### config.mk
export PLATFORM = sky130hd
export DESIGN_NAME = sar_adc_parallel_readout
export DESIGN_NICKNAME = d
export VERILOG_FILES = /design/src/core/sar_readout_pkg.sv /design/src/core/sar_adc_parallel_readout.sv /design/src/core/result_skid_buf.sv
export SDC_FILE = /design/constraint.sdc
export NUM_CORES = 1
export LEC_CHECK = 0
export BUFFER_PORTS_ARGS = -buffer_cell sky130_fd_sc_hd__buf_4
export CORE_MARGIN = 1.5
export CORE_UTILIZATION = 64
export DETAILED_ROUTE_END_ITERATION = 10
export HOLD_SLACK_MARGIN = 0.08
export PLACE_DENSITY = 0.93
export SLEW_MARGIN = 20
export SYNTH_ARGS = -nofsm -noshare
export SYNTH_HDL_FRONTEND = slang
export SYNTH_SLANG_ARGS = --single-unit
### constraint.sdc
create_clock -name core_clk_i -period 5.09 [get_ports core_clk_i]
set_input_delay 1.018 -clock core_clk_i [delete_from_list [all_inputs] [get_ports core_clk_i]]
set_output_delay 1.018 -clock core_clk_i [all_outputs]
set_load 0.1 [all_outputs]
### src/core/sar_readout_pkg.sv
// constants and carrier types shared by the converter control block
// assumes a single 100 MHz core clock and a synchronous active-high reset
//
// Behaviour
// - conversion timed from own clock, 2.3us
// - 1us acquisition after conversion, 303ksps total
// - start requests ignored during a conversion
// - busy low for whole conversion
// - convert edge holds sampler; busy after result
// - result bus floats while convert is low
// - select fall with convert low drops busy
// - second select fall with convert high reads
// - results are two's complement
// - word or two bytes, normal order
// - half swap puts low byte up
// - select and convert combined; read vs start
// - result bus floats while select high
package sar_readout_pkg;

  // ==========================================================
  // clock and timing
  // ==========================================================
  localparam int CLK_MHZ      = 100;
  localparam int CONV_TIME_NS = 2300;
  localparam int ACQ_TIME_NS  = 1000;
  // longest times round down
  localparam int CONV_CYCLES  = (CONV_TIME_NS * CLK_MHZ) / 1000;
  localparam int ACQ_CYCLES   = (ACQ_TIME_NS * CLK_MHZ) / 1000;

  // ==========================================================
  // result layout
  // ==========================================================
  localparam int RES_BITS   = 16;
  localparam int BYTE_BITS  = 8;
  localparam int BIT_CYCLES = CONV_CYCLES / RES_BITS;
  localparam int SIGN_POS   = RES_BITS - 1;
  localparam logic [15:0] RESULT_RESET = 16'h0000;
  localparam int BUF_DEPTH  = 2;

  typedef struct packed
  {
    logic [7:0] upper;
    logic [7:0] lower;
  } result_word_t;

  typedef struct packed
  {
    logic select_n;
    logic read_not_convert;
    logic half_swap;
  } host_pins_t;

  // ==========================================================
  // sequencer states, one-hot
  // ==========================================================
  typedef enum logic [3:0]
  {
    ST_TRACK   = 4'b0001,
    ST_CONVERT = 4'b0010,
    ST_LOAD    = 4'b0100,
    ST_PUBLISH = 4'b1000
  } seq_state_t;

endpackage : sar_readout_pkg

### src/core/sar_adc_parallel_readout.sv
// conversion start sequencer, successive-approximation register and
// three-state parallel result port of a 16-bit sampling converter
// assumes host pins and the analog comparator arrive asynchronously;
// the pad ring resolves the bus from data and per-line enables
`timescale 1ns/1ps

module sar_adc_parallel_readout #(
  parameter int CONV_CYCLES = sar_readout_pkg::CONV_CYCLES,
  parameter int ACQ_CYCLES  = sar_readout_pkg::ACQ_CYCLES,
  parameter int BIT_CYCLES  = sar_readout_pkg::BIT_CYCLES
) (
  input  wire logic                        core_clk_i,
  input  wire logic                        rst_i,
  input  wire sar_readout_pkg::host_pins_t pins_i,
  input  wire logic                        comp_above_i,
  output logic [15:0]                      result_bus_o,
  output logic [15:0]                      result_bus_oe_o,
  output logic                             busy_n_o,
  output logic                             hold_o,
  output logic [15:0]                      dac_code_o,
  output logic                             acq_done_o
);

  localparam int RB = sar_readout_pkg::RES_BITS;
  localparam int CCW = $clog2(CONV_CYCLES + 1);
  localparam int BCW = $clog2(BIT_CYCLES + 1);
  localparam int ACW = $clog2(ACQ_CYCLES + 1);

  // ==========================================================
  // configuration check
  // ==========================================================
  if (BIT_CYCLES < 4 || BIT_CYCLES * RB > CONV_CYCLES || ACQ_CYCLES < 1)
  begin : g_bad_timing
    $error("conversion too short for sixteen bit decisions");
  end

  // ==========================================================
  // pin synchronisers
  // ==========================================================
  sar_readout_pkg::host_pins_t pins_meta_reg;
  sar_readout_pkg::host_pins_t pins_sync_reg;
  logic                        comp_meta_reg;
  logic                        comp_sync_reg;

  always_ff @(posedge core_clk_i)
  begin
    if (rst_i)
    begin
      pins_meta_reg <= '1;
      pins_sync_reg <= '1;
      comp_meta_reg <= 1'b0;
      comp_sync_reg <= 1'b0;
    end
    else
    begin
      pins_meta_reg <= pins_i;
      pins_sync_reg <= pins_meta_reg;
      comp_meta_reg <= comp_above_i;
      comp_sync_reg <= comp_meta_reg;
    end
  end

  // ==========================================================
  // combined select and read/convert decode
  // ==========================================================
  logic start_req;
  logic read_en;

  // low select with low convert is a start, with high convert a read
  assign start_req = !pins_sync_reg.select_n && !pins_sync_reg.read_not_convert;
  assign read_en   = !pins_sync_reg.select_n && pins_sync_reg.read_not_convert;

  // ==========================================================
  // sequencer and approximation register
  // ==========================================================
  sar_readout_pkg::seq_state_t state_reg;
  sar_readout_pkg::seq_state_t state_next;
  logic [CCW-1:0]              conv_cnt_reg;
  logic [CCW-1:0]              conv_cnt_next;
  logic [BCW-1:0]              step_reg;
  logic [BCW-1:0]              step_next;
  logic [3:0]                  bit_idx_reg;
  logic [3:0]                  bit_idx_next;
  logic [RB-1:0]               sar_reg;
  logic [RB-1:0]               sar_next;
  logic [RB-1:0]               trial_reg;
  logic [RB-1:0]               trial_next;
  logic                        bits_done_reg;
  logic                        bits_done_next;
  logic [ACW-1:0]              acq_cnt_reg;
  logic [ACW-1:0]              acq_cnt_next;
  logic                        buf_in_valid;
  logic                        buf_in_ready;
  logic [RB-1:0]               buf_in_data;
  logic                        buf_out_valid;
  logic                        buf_out_ready;
  logic [RB-1:0]               buf_out_data;

  // offset-binary approximation turned to two's complement by the sign flip
  assign buf_in_data = {~sar_reg[sar_readout_pkg::SIGN_POS],
                        sar_reg[sar_readout_pkg::SIGN_POS-1:0]};
  assign buf_in_valid = (state_reg == sar_readout_pkg::ST_LOAD);

  always_comb
  begin
    state_next     = state_reg;
    conv_cnt_next  = conv_cnt_reg;
    step_next      = step_reg;
    bit_idx_next   = bit_idx_reg;
    sar_next       = sar_reg;
    trial_next     = trial_reg;
    bits_done_next = bits_done_reg;
    acq_cnt_next   = acq_cnt_reg;
    case (state_reg)
      sar_readout_pkg::ST_TRACK:
      begin
        if (acq_cnt_reg != ACW'(ACQ_CYCLES))
        begin
          acq_cnt_next = acq_cnt_reg + 1'b1;
        end
        // a level start also covers a request still held when busy rises
        if (start_req)
        begin
          state_next     = sar_readout_pkg::ST_CONVERT;
          conv_cnt_next  = '0;
          step_next      = '0;
          bit_idx_next   = 4'(RB - 1);
          sar_next       = '0;
          trial_next     = {1'b1, {(RB-1){1'b0}}};
          bits_done_next = 1'b0;
          acq_cnt_next   = '0;
        end
      end
      sar_readout_pkg::ST_CONVERT:
      begin
        // start_req is not looked at here, so a restart is impossible
        conv_cnt_next = conv_cnt_reg + 1'b1;
        if (!bits_done_reg)
        begin
          step_next = step_reg + 1'b1;
          if (step_reg == BCW'(BIT_CYCLES - 1))
          begin
            // comparator has had the whole bit slot to settle and sync
            step_next = '0;
            sar_next  = trial_reg;
            sar_next[bit_idx_reg] = comp_sync_reg;
            if (bit_idx_reg == 4'h0)
            begin
              bits_done_next = 1'b1;
              trial_next     = sar_next;
            end
            else
            begin
              bit_idx_next = bit_idx_reg - 4'h1;
              trial_next   = sar_next;
              trial_next[bit_idx_reg - 4'h1] = 1'b1;
            end
          end
        end
        if (conv_cnt_reg == CCW'(CONV_CYCLES - 1))
        begin
          state_next = sar_readout_pkg::ST_LOAD;
        end
      end
      sar_readout_pkg::ST_LOAD:
      begin
        // buffer full stalls the sequencer with busy still low
        if (buf_in_ready)
        begin
          state_next = sar_readout_pkg::ST_PUBLISH;
        end
      end
      sar_readout_pkg::ST_PUBLISH:
      begin
        // busy may rise only once the output register has the word
        if (!buf_out_valid)
        begin
          state_next = sar_readout_pkg::ST_TRACK;
        end
      end
      default:
      begin
        state_next = sar_readout_pkg::ST_TRACK;
      end
    endcase
  end

  always_ff @(posedge core_clk_i)
  begin
    if (rst_i)
    begin
      state_reg     <= sar_readout_pkg::ST_TRACK;
      conv_cnt_reg  <= '0;
      step_reg      <= '0;
      bit_idx_reg   <= '0;
      sar_reg       <= '0;
      trial_reg     <= '0;
      bits_done_reg <= 1'b0;
      acq_cnt_reg   <= '0;
    end
    else
    begin
      state_reg     <= state_next;
      conv_cnt_reg  <= conv_cnt_next;
      step_reg      <= step_next;
      bit_idx_reg   <= bit_idx_next;
      sar_reg       <= sar_next;
      trial_reg     <= trial_next;
      bits_done_reg <= bits_done_next;
      acq_cnt_reg   <= acq_cnt_next;
    end
  end

  // ==========================================================
  // result buffer
  // ==========================================================
  result_skid_buf #(
    .WIDTH (RB),
    .DEPTH (sar_readout_pkg::BUF_DEPTH)
  ) u_result_buf (
    .core_clk_i  (core_clk_i),
    .rst_i       (rst_i),
    .in_valid_i  (buf_in_valid),
    .in_ready_o  (buf_in_ready),
    .in_data_i   (buf_in_data),
    .out_valid_o (buf_out_valid),
    .out_ready_i (buf_out_ready),
    .out_data_o  (buf_out_data)
  );

  // ==========================================================
  // output register and status
  // ==========================================================
  sar_readout_pkg::result_word_t out_word_reg;
  sar_readout_pkg::result_word_t out_word_next;
  logic                          busy_n_next;
  logic                          hold_next;
  logic                          acq_done_next;

  // never change the word under an active read; that read stalls the drain
  assign buf_out_ready = !read_en;

  always_comb
  begin
    out_word_next = out_word_reg;
    if (buf_out_valid && buf_out_ready)
    begin
      out_word_next = sar_readout_pkg::result_word_t'(buf_out_data);
    end
    busy_n_next   = (state_next == sar_readout_pkg::ST_TRACK);
    hold_next     = (state_next != sar_readout_pkg::ST_TRACK);
    acq_done_next = (acq_cnt_next == ACW'(ACQ_CYCLES));
  end

  always_ff @(posedge core_clk_i)
  begin
    if (rst_i)
    begin
      out_word_reg <= sar_readout_pkg::RESULT_RESET;
      busy_n_o     <= 1'b1;
      hold_o       <= 1'b0;
      acq_done_o   <= 1'b0;
      dac_code_o   <= '0;
    end
    else
    begin
      out_word_reg <= out_word_next;
      busy_n_o     <= busy_n_next;
      hold_o       <= hold_next;
      acq_done_o   <= acq_done_next;
      dac_code_o   <= trial_next;
    end
  end

  // ==========================================================
  // three-state result port, one generate lane per line
  // ==========================================================
  logic [15:0] bus_data_next;
  logic [15:0] bus_data_reg;
  logic [15:0] bus_oe_reg;

  always_comb
  begin
    if (pins_sync_reg.half_swap)
    begin
      bus_data_next = {out_word_next.lower, out_word_next.upper};
    end
    else
    begin
      bus_data_next = {out_word_next.upper, out_word_next.lower};
    end
  end

  for (genvar i = 0; i < RB; i++)
  begin : g_lane
    always_ff @(posedge core_clk_i)
    begin
      if (rst_i)
      begin
        bus_data_reg[i] <= 1'b0;
        bus_oe_reg[i]   <= 1'b0;
      end
      else
      begin
        bus_data_reg[i] <= bus_data_next[i];
        // float while select high or convert low
        bus_oe_reg[i]   <= read_en;
      end
    end
  end

  assign result_bus_o    = bus_data_reg;
  assign result_bus_oe_o = bus_oe_reg;

endmodule : sar_adc_parallel_readout

### src/core/result_skid_buf.sv
// two-entry buffer between the successive-approximation result and the
// output register; assumes both sides on the same clock
`timescale 1ns/1ps

module result_skid_buf #(
  parameter int WIDTH = 16,
  parameter int DEPTH = 2
) (
  input  wire logic             core_clk_i,
  input  wire logic             rst_i,
  input  wire logic             in_valid_i,
  output logic                  in_ready_o,
  input  wire logic [WIDTH-1:0] in_data_i,
  output logic                  out_valid_o,
  input  wire logic             out_ready_i,
  output logic [WIDTH-1:0]      out_data_o
);

  localparam int PW = (DEPTH > 1) ? $clog2(DEPTH) : 1;
  localparam int CW = $clog2(DEPTH + 1);

  // ==========================================================
  // structure check
  // ==========================================================
  if (DEPTH < 2 || WIDTH < 1)
  begin : g_bad_cfg
    $error("buffer needs depth of two or more");
  end

  logic [WIDTH-1:0] mem_reg  [DEPTH];
  logic [WIDTH-1:0] mem_next [DEPTH];
  logic [PW-1:0]    wr_ptr_reg;
  logic [PW-1:0]    wr_ptr_next;
  logic [PW-1:0]    rd_ptr_reg;
  logic [PW-1:0]    rd_ptr_next;
  logic [CW-1:0]    count_reg;
  logic [CW-1:0]    count_next;
  logic             push;
  logic             pop;

  assign in_ready_o  = (count_reg != CW'(DEPTH));
  assign out_valid_o = (count_reg != '0);
  assign out_data_o  = mem_reg[rd_ptr_reg];
  assign push        = in_valid_i && in_ready_o;
  assign pop         = out_valid_o && out_ready_i;

  // ==========================================================
  // next state
  // ==========================================================
  always_comb
  begin
    for (int i = 0; i < DEPTH; i++)
    begin
      mem_next[i] = mem_reg[i];
    end
    wr_ptr_next = wr_ptr_reg;
    rd_ptr_next = rd_ptr_reg;
    count_next  = count_reg;
    if (push)
    begin
      mem_next[wr_ptr_reg] = in_data_i;
      wr_ptr_next = (wr_ptr_reg == PW'(DEPTH - 1)) ? '0 : wr_ptr_reg + 1'b1;
    end
    if (pop)
    begin
      rd_ptr_next = (rd_ptr_reg == PW'(DEPTH - 1)) ? '0 : rd_ptr_reg + 1'b1;
    end
    if (push && !pop)
    begin
      count_next = count_reg + 1'b1;
    end
    else if (pop && !push)
    begin
      count_next = count_reg - 1'b1;
    end
  end

  always_ff @(posedge core_clk_i)
  begin
    if (rst_i)
    begin
      for (int i = 0; i < DEPTH; i++)
      begin
        mem_reg[i] <= '0;
      end
      wr_ptr_reg <= '0;
      rd_ptr_reg <= '0;
      count_reg  <= '0;
    end
    else
    begin
      mem_reg    <= mem_next;
      wr_ptr_reg <= wr_ptr_next;
      rd_ptr_reg <= rd_ptr_next;
      count_reg  <= count_next;
    end
  end

endmodule : result_skid_buf

==> flow_summary.toml, run 1 <==
[layout]
syn_to_final_growth_pct = 14.3
largest_register_ffs = 32
fillerInstances = 612
diodes = 0
layout-drive-gt1-share_pct = 20.5
nets = 712
final_util_pct = 76.0

[global_route]
grt_pass1_wl_mm = 22.9
antenna_found_initial = 0
grt_max_degree = 102
grt_pass1_vias = 4883
grt_overflow = 0
grt_usage_pct = 28.5

[cts]
clock_latency_ns = 0.53
cts_tree = "built"
postCtsHoldBufs = 0
cts.sinks = 140
post_cts_resized = 0
path_clk_slew_ns = 0.07
post_cts_buffers = 0
htree_levels = 4
clockBufferDepth = 2
numCtsBuffers = 17
root_buffer = "clkbuf_8"

[logic_synthesis]
netlist_instances = 672
synth_area_per_cell_um2 = 9.23
yosys_warnings = 0
synth_top_area_share_pct = 45.2
synthFlopType = "dfxtp_1"
syn_area_mm2 = 0.00620
synth_edf_count = 0
yosys.area.top_type = "dfxtp_1"
yosysMostFrequentCell = "dfxtp_1"
synth_nets = 689
ys_async_sr_fraction_pct = 0
ys_top_cells_by_area = "dfxtp_1 (45%), mux2i_1 (9.2%), mux2_2 (6.9%), nor2_1 (6.1%), a21oi_1 (3.8%)"
ys_ff_latch = 140
synth-seq-area-share_pct = 45.2
synth_cell_types = 58
netlist_top_cells_count = "dfxtp_1 (140), nor2_1 (100), mux2i_1 (57)"

[timing]
timing.final.ws_setup_ns = 2.46
max_freq_ghz = 0.380
drv_slew = 0
period_share_pct = 51.7
grt_setup_unrepaired = "false"
hold_viol = 0
setup_tns_ns = 0
maxSlewHeadroom_pct = 32.1
period_needed_ns = 2.63
setup_viol = 0
worst_pin_slew_ns = 1.02
worst_hold_slack_ns = 0.415
clock_skew_ns = 0.00923

[place]
gp_congestion = 0.925
hpwlAfterDp_mm = 9.07
dp_slack_ns = 2.52
io_buffers = 56

[floorplan]
die_w_um = 101
die_area_mm2 = 0.0103
core_area_mm2 = 0.00933
initial_core_util_pct = 66.5
die_height_um = 101
pin_count = 57
num_rows = 35

[route]
routed_wl_mm = 14.1
drt-initial-drc-count = 391
dr.pass1.iters = 5
avgRoutedWirePerCell_um = 16.8
detail-route-antenna-nets = 0
drc = 0
vias_per_cell = 6.04
dr_total_vias = 5053

[run_status]
status = "complete, no violations"

[setup_path]
worstSetupPathType = "register to register"
worstPathMaxFanout = 27
arrival_ns = 3.04
r2r_setup_slack_ns = 2.46
rr_startpoint = "state_reg[3]$_SDFF_PP0_"
reg2reg_depth = 7
start_kind = "register"
required_ns = 5.50
regToRegEndpoint = "dac_code_o[6]$_SDFFE_PP0P_"
crit_path_end_kind = "register"

[power]
ir_drop_mv = 0.251
power_density_mw_per_mm2 = 356
p_leak_nw = 2.87

[worst_hold_path]
hp-start = "pins_meta_reg[1]$_SDFF_PP1_"
hold_path_class = "register to register"
worst_hold_path.endpoint = "pins_sync_reg[1]$_SDFF_PP1_"
hold_path_depth = 1

[job]
maxCapViolCount = 0
==> metrics by stage <==
stage	cells	cell area, um^2	power (mW)
floorplan	672	6200	1.37
global placement	804	6520	1.39
detailed placement	804	6520	1.40
CTS	836	7070	2.53
global route	837	7090	2.61
finish	837	7090	2.53
==> routing by layer <==
metal  share of wire [%]  track usage, %  vias to the layer above  routed length (um)
met5                   0               0                        -                   0
met4                 2.6            12.4                        0                 372
met3                 5.5            6.69                       45                 776
met2                  53            50.7                      190                7410
met1                  39            32.6                     2437                5500
li1                    -               -                     2381                   -
==> worst max-delay path: stages (launching register included) <==
cell	delay, ns
dfxtp_1	0.45
or4b_2	0.87
nor3_2	0.18
buf_4	0.29
nor2_1	0.08
buf_4	0.24
a221oi_1	0.33
nor2_1	0.07
==> cell usage in the layout (no fill, tap or decap), types with 3 or more instances in the layout <==
cell / n
or2_2: 6
xnor2_1: 4
nor2b_1: 20
o31ai_1: 5
mux2_2: 38
inv_1: 13
inv_8: 3
nand4_1: 3
a31oi_1: 4
xor2_1: 5
o21ai_0: 16
mux2i_1: 57
nand3_1: 15
a211oi_1: 7
a21oi_1: 47
clkinv_4: 3
a311oi_1: 6
clkbuf_16: 16
buf_4: 59
nor2_1: 100
nand2_1: 52
ha_1: 11
a32oi_1: 4
a22oi_1: 7
and3_1: 4
dfxtp_1: 140
inv_6: 5
nor3_1: 12
nand2b_1: 6
==> where the power goes <==
| group | switching [mW] | total, mW | internal, mW |
|---|---|---|---|
| Clock | 0.515 | 1.15 | 0.630 |
| Sequential | 0.0478 | 1.16 | 1.11 |
| Combinational | 0.123 | 0.220 | 0.0966 |
| Total | 0.686 | 2.53 | 1.84 |
==> kinds of logic after synthesis <==
kind of cell | synth area share [%]
mux | 16.1
simple gates | 17.9
xor+xnor | 1.27
fa+ha+maj | 2.22
buf+inv | 5.43
flops | 45.2
compound gates | 11.9
==> worst max-delay path by stage <==
stage,start,to,slack (ns),depth (start not counted)
3_5_place_dp,state_reg[3]$_SDFF_PP0_,dac_code_o[6]$_SDFFE_PP0P_,2.52,7
4_1_cts,result_bus_oe_o[15]$_SDFF_PP0_,result_bus_oe_o[9],2.51,1
2_1_floorplan,result_bus_oe_o[15]$_SDFF_PP0_,result_bus_oe_o[10],2.46,1
6_report,state_reg[3]$_SDFF_PP0_,dac_code_o[6]$_SDFFE_PP0P_,2.46,7
5_1_grt,state_reg[3]$_SDFF_PP0_,dac_code_o[6]$_SDFFE_PP0P_,2.35,7
3_3_place_gp,rst_i,u_result_buf.mem_reg[31]$_SDFFE_PP0P_,2.61,3
==> cell type report <==
type	instances	area, um^2	area share [%]
multi-input cells	463	3070	43.3
flip-flops and latches	140	2800	39.5
repair buffers	60	454	6.41
clock buffers	18	428	6.04
well taps	129	161	2.28
clock inverters	14	124	1.75
inverters	13	48.8	0.689
Power figures use the tool's default switching activity.
==> run 2: changes to the inputs <==
--- a/config.mk
+++ b/config.mk
@@ -7,10 +7,10 @@
 export LEC_CHECK = 0
 export BUFFER_PORTS_ARGS = -buffer_cell sky130_fd_sc_hd__buf_4
 export CORE_MARGIN = 1.5
-export CORE_UTILIZATION = 64
+export CORE_UTILIZATION = 59
 export DETAILED_ROUTE_END_ITERATION = 10
 export HOLD_SLACK_MARGIN = 0.08
-export PLACE_DENSITY = 0.93
+export PLACE_DENSITY = 0.87
 export SLEW_MARGIN = 20
 export SYNTH_ARGS = -nofsm -noshare
 export SYNTH_HDL_FRONTEND = slang
==> constraint.sdc (replaced) <==
create_clock -name core_clk_i -period 2.7 [get_ports core_clk_i]
set_input_delay 0.54 -clock core_clk_i [delete_from_list [all_inputs] [get_ports core_clk_i]]
set_output_delay 0.54 -clock core_clk_i [all_outputs]
set_load 0.1 [all_outputs]
==> flow_summary.toml, run 2 (synthesis gave the netlist of run 1 again) <==
[power]
ir_drop_mv = 0.345
power_density_mw_per_mm2 = 692
p_leak_nw = 2.94

[layout]
syn_to_final_growth_pct = 16.4
fillerInstances = 742
diodes = 0
largest_register_ffs = 32
most-common-layout-cells = "dfxtp_1 (140), nor2_1 (100), buf_4 (67), mux2i_1 (57), nand2_1 (52)"
final_common_cell = "dfxtp_1"
nets = 720
final_util_pct = 70.2
layout-drive-gt1-share_pct = 21.4

[timing]
drv_slew = 0
max_freq_ghz = 0.415
worst_hold_slack_ns = 0.182
worst_pin_slew_ns = 0.957
maxSlewHeadroom_pct = 36.0
setup_tns_ns = 0
period_needed_ns = 2.41
setup_viol = 0
timing.final.ws_setup_ns = 0.288
clock_skew_ns = 0.00643
grt_setup_unrepaired = "false"
period_share_pct = 89.3
hold_viol = 0

[cts]
numCtsBuffers = 17
post_cts_resized = 0
path_clk_slew_ns = 0.06
clockBufferDepth = 2
clock_latency_ns = 0.54
post_cts_buffers = 0
htree_levels = 4
root_buffer = "clkbuf_8"
cts.sinks = 140
postCtsHoldBufs = 0
cts_tree = "built"

[floorplan]
core_area_mm2 = 0.0103
die_area_mm2 = 0.0111
pin_count = 57
num_rows = 37
die_w_um = 106
die_height_um = 106
initial_core_util_pct = 60.3

[place]
gp_congestion = 0.902
dp_slack_ns = 0.374
hpwlAfterDp_mm = 9.24
io_buffers = 56

[setup_path]
start_kind = "register"
slowest_delay_ns = 0.73
required_ns = 3.16
cpMaxStageDelayCell = "nor2_1"
worstPathMaxFanout = 15
path_buf_inv = 1
worstSetupPathType = "register to register"
critPathTopFamily = "simple AND/OR/NAND/NOR gates"
crit_chain = "nor3_1, and3_1, nor2_1, buf_4, nand2_1, a21oi_1"
crit_path_end_kind = "register"
arrival_ns = 2.87

[global_route]
grt_pass1_vias = 4880
grt_pass1_wl_mm = 23.1
grt_overflow = 0
grt_max_degree = 74
grt_usage_pct = 26.2
antenna_found_initial = 0

[route]
detail-route-antenna-nets = 0
drc = 0
drt-initial-drc-count = 240
dr_total_vias = 4898
routed_wl_mm = 13.9
vias_per_cell = 5.75
avgRoutedWirePerCell_um = 16.4
dr.pass1.iters = 5

[worst_hold_path]
hold_path_class = "primary input to register"

[job]
maxCapViolCount = 0

[run_status]
status = "complete, no violations"
## run 2: final cells by class
| class | count | area [um^2] | share of cell area [%] |
|---|---|---|---|
| sequential | 140 | 2800 | 38.8 |
| inverter | 13 | 48.8 | 0.676 |
| tap | 136 | 170 | 2.36 |
| timing repair buffer | 68 | 523 | 7.25 |
| clock buffer | 18 | 428 | 5.93 |
| clock inverter | 14 | 183 | 2.53 |
| multi-input combinational | 463 | 3060 | 42.4 |
## run 2: through the flow
stage / cells / instance area [um^2] / power [mW]
after floorplan: 672 / 6200 / 2.58
after global placement: 820 / 6610 / 2.63
after detailed placement: 820 / 6610 / 2.65
after CTS: 852 / 7220 / 5.01
after global routing: 852 / 7220 / 5.15
final: 852 / 7220 / 5.00
## run 2: layer usage
layer  track usage [%]  wire [um]  vias up
li1                  -          -     2399
met1              28.8       5590     2357
met2              48.0       7460      116
met3              5.81        562       26
met4              11.7        323        0
met5                 0          0        -
## run 2: final timing paths
kind | endpoint | slack [ns] | start | cells after the start
setup / recovery | sar_reg[4]$_SDFFE_PP0P_ | 0.29 | state_reg[3]$_SDFF_PP0_ | 6
hold / removal | pins_meta_reg[0]$_SDFF_PP1_ | 0.18 | pins_i[0] | 2
setup reg to reg | sar_reg[4]$_SDFFE_PP0P_ | 0.29 | state_reg[3]$_SDFF_PP0_ | 6
hold reg to reg | pins_sync_reg[0]$_SDFF_PP1_ | 0.41 | pins_meta_reg[0]$_SDFF_PP1_ | 1
## run 2: where the power goes
part,internal (mW),switching [mW]
registers,2.10,0.0879
logic,0.187,0.238
clock network,1.45,0.934
total,3.74,1.26
## run 2: worst register-to-register path: cells and delay by family (launching register included)
family	cells	cell delay [ns]
AO/OA/AOI/OAI	1	0.17
buffers and inverters	1	0.35
AND/OR/NAND/NOR	4	1.19
flip-flops	1	0.63
==> run 3: changes to the inputs <==
--- a/config.mk
+++ b/config.mk
@@ -6,8 +6,10 @@
 export NUM_CORES = 1
 export LEC_CHECK = 0
 export BUFFER_PORTS_ARGS = -buffer_cell sky130_fd_sc_hd__buf_4
+export CELL_PAD_IN_SITES_DETAIL_PLACEMENT = 2
+export CELL_PAD_IN_SITES_GLOBAL_PLACEMENT = 2
 export CORE_MARGIN = 1.5
-export CORE_UTILIZATION = 59
+export CORE_UTILIZATION = 37
 export DETAILED_ROUTE_END_ITERATION = 10
 export HOLD_SLACK_MARGIN = 0.08
 export PLACE_DENSITY = 0.87
==> flow_summary.toml, run 3 (synthesis gave the netlist of run 1 again) <==
[setup_path]
critPathTopFamily = "simple AND/OR/NAND/NOR gates"
reg2reg_depth = 6
crit_path_end_kind = "register"
r2r_setup_slack_ns = 0.22
cp.depth = 6
crit_chain = "or4b_2, nor3_2, buf_4, and3_1, a22oi_1, a21oi_1"
required_ns = 3.04
rr_startpoint = "state_reg[3]$_SDFF_PP0_"
worstSetupPathType = "register to register"
worstPathMaxFanout = 22
regToRegEndpoint = "dac_code_o[2]$_SDFFE_PP0P_"
cpMaxStageDelayCell = "or4b_2"
path_buf_inv = 1
slowest_delay_ns = 0.74
arrival_ns = 2.82
start_kind = "register"

[route]
drt-initial-drc-count = 190
drc = 0
dr_total_vias = 5102
avgRoutedWirePerCell_um = 20.6
dr.pass1.iters = 4
detail-route-antenna-nets = 0
routed_wl_mm = 19.4
vias_per_cell = 5.43

[timing]
worst_hold_slack_ns = 0.298
grt_setup_unrepaired = "false"
timing.final.ws_setup_ns = 0.220
hold_viol = 0
worst_pin_slew_ns = 0.886
setup_viol = 0
maxSlewHeadroom_pct = 40.9
setup_tns_ns = 0
clock_skew_ns = 0.00676
period_needed_ns = 2.48
period_share_pct = 91.9
max_freq_ghz = 0.403
drv_slew = 0

[place]
dp_cells = 908
gp_congestion = 0.856
dp_slack_ns = 0.148
post_dp_cell_area_mm2 = 0.00674
hpwlAfterDp_mm = 12.6
io_buffers = 56

[power]
switching_share_pct = 26.4
p_clk_share_pct = 44.7
switching_power_mw = 1.27
p_seq_share_pct = 45.6
intPower_mw = 3.54
power_frac_comb_pct = 9.8
power_density_mw_per_mm2 = 660
p_total_mw = 4.81
ir_drop_mv = 0.493
p_leak_nw = 2.93

[layout]
most-common-layout-cells = "dfxtp_1 (140), nor2_1 (99), buf_4 (71), mux2i_1 (57), nand2_1 (52)"
layout-drive-gt1-share_pct = 21.5
largest_register_ffs = 32
fillerInstances = 1775
fin_cells = 940
final_common_cell = "dfxtp_1"
fin_area_mm2 = 0.00729
final_util_pct = 44.2
nets = 724
syn_to_final_growth_pct = 17.5
diodes = 0

[global_route]
grt_usage_pct = 22.8
grt_pass1_vias = 5800
antenna_found_initial = 0
grt_pass1_wl_mm = 31.2
grt_max_degree = 75
grt_overflow = 0

[worst_hold_path]
hp-start = "pins_i[2]"
worst_hold_path.endpoint = "pins_meta_reg[2]$_SDFF_PP1_"
hold_path_class = "primary input to register"
hold_path_depth = 2

[cts]
path_clk_slew_ns = 0.06
htree_levels = 4
cts.sinks = 140
postCtsHoldBufs = 0
numCtsBuffers = 17
clock_latency_ns = 0.43
cts_tree = "built"
post_cts_buffers = 0
clockBufferDepth = 2
root_buffer = "clkbuf_16"
post_cts_resized = 0

[floorplan]
die_w_um = 132
die_height_um = 132
core_area_mm2 = 0.0165
pin_count = 57
num_rows = 47
initial_core_util_pct = 37.7
die_area_mm2 = 0.0175

[job]
maxCapViolCount = 0

[run_status]
status = "complete, no violations"
## run 3: changes by cell type in the layout (fill, tap and decap cells not counted), sizes merged
cell,delta
clkinv,+3
clkbuf,+5
buf,+4
clkinvlp,-1
inv,-4
bufinv,-3
## run 3: cell type report
type / instances / area (um^2) / area share (%)
Tap cell: 220 / 275 / 3.78
Sequential cell: 140 / 2800 / 38.5
Inverter: 13 / 48.8 / 0.670
Multi-Input combinational cell: 463 / 3070 / 42.1
Clock buffer: 23 / 478 / 6.56
Clock inverter: 9 / 62.6 / 0.859
Timing Repair Buffer: 72 / 553 / 7.59
## run 3: worst reg2reg max path, delay by kind of cell, from the launching register on
kind	cells	cell delay, ns
buf+inv	1	0.33
simple gates	3	1.28
compound gates	2	0.34
flops	1	0.45
## run 3: worst max path at each step
stage	start	to	slack, ns
2_1_floorplan	pins_sync_reg[2]$_SDFF_PP1_	u_result_buf.count_reg[1]$_SDFFE_PP0P_	0.51
3_3_place_gp	state_reg[3]$_SDFF_PP0_	sar_reg[5]$_SDFFE_PP0P_	0.37
3_5_place_dp	state_reg[3]$_SDFF_PP0_	sar_reg[10]$_SDFFE_PP0P_	0.15
4_1_cts	state_reg[3]$_SDFF_PP0_	sar_reg[10]$_SDFFE_PP0P_	0.05
5_1_grt	state_reg[3]$_SDFF_PP0_	dac_code_o[2]$_SDFFE_PP0P_	0.13
6_report	state_reg[3]$_SDFF_PP0_	dac_code_o[2]$_SDFFE_PP0P_	0.22
## run 3: routing by layer
metal  track usage, %  wire [um]
met5                0          0
met4             10.3        660
met3             4.87        477
met2             43.3      10700
met1             24.1       7580
## run 3: power by group through the flow
stage	Clock, mW	Sequential (mW)	Combinational (mW)
detailed placement	0	2.24	0.462
floorplan	0	2.18	0.400
CTS	2.19	2.19	0.474
global placement	0	2.23	0.425
finish	2.15	2.19	0.471
global route	2.28	2.20	0.502
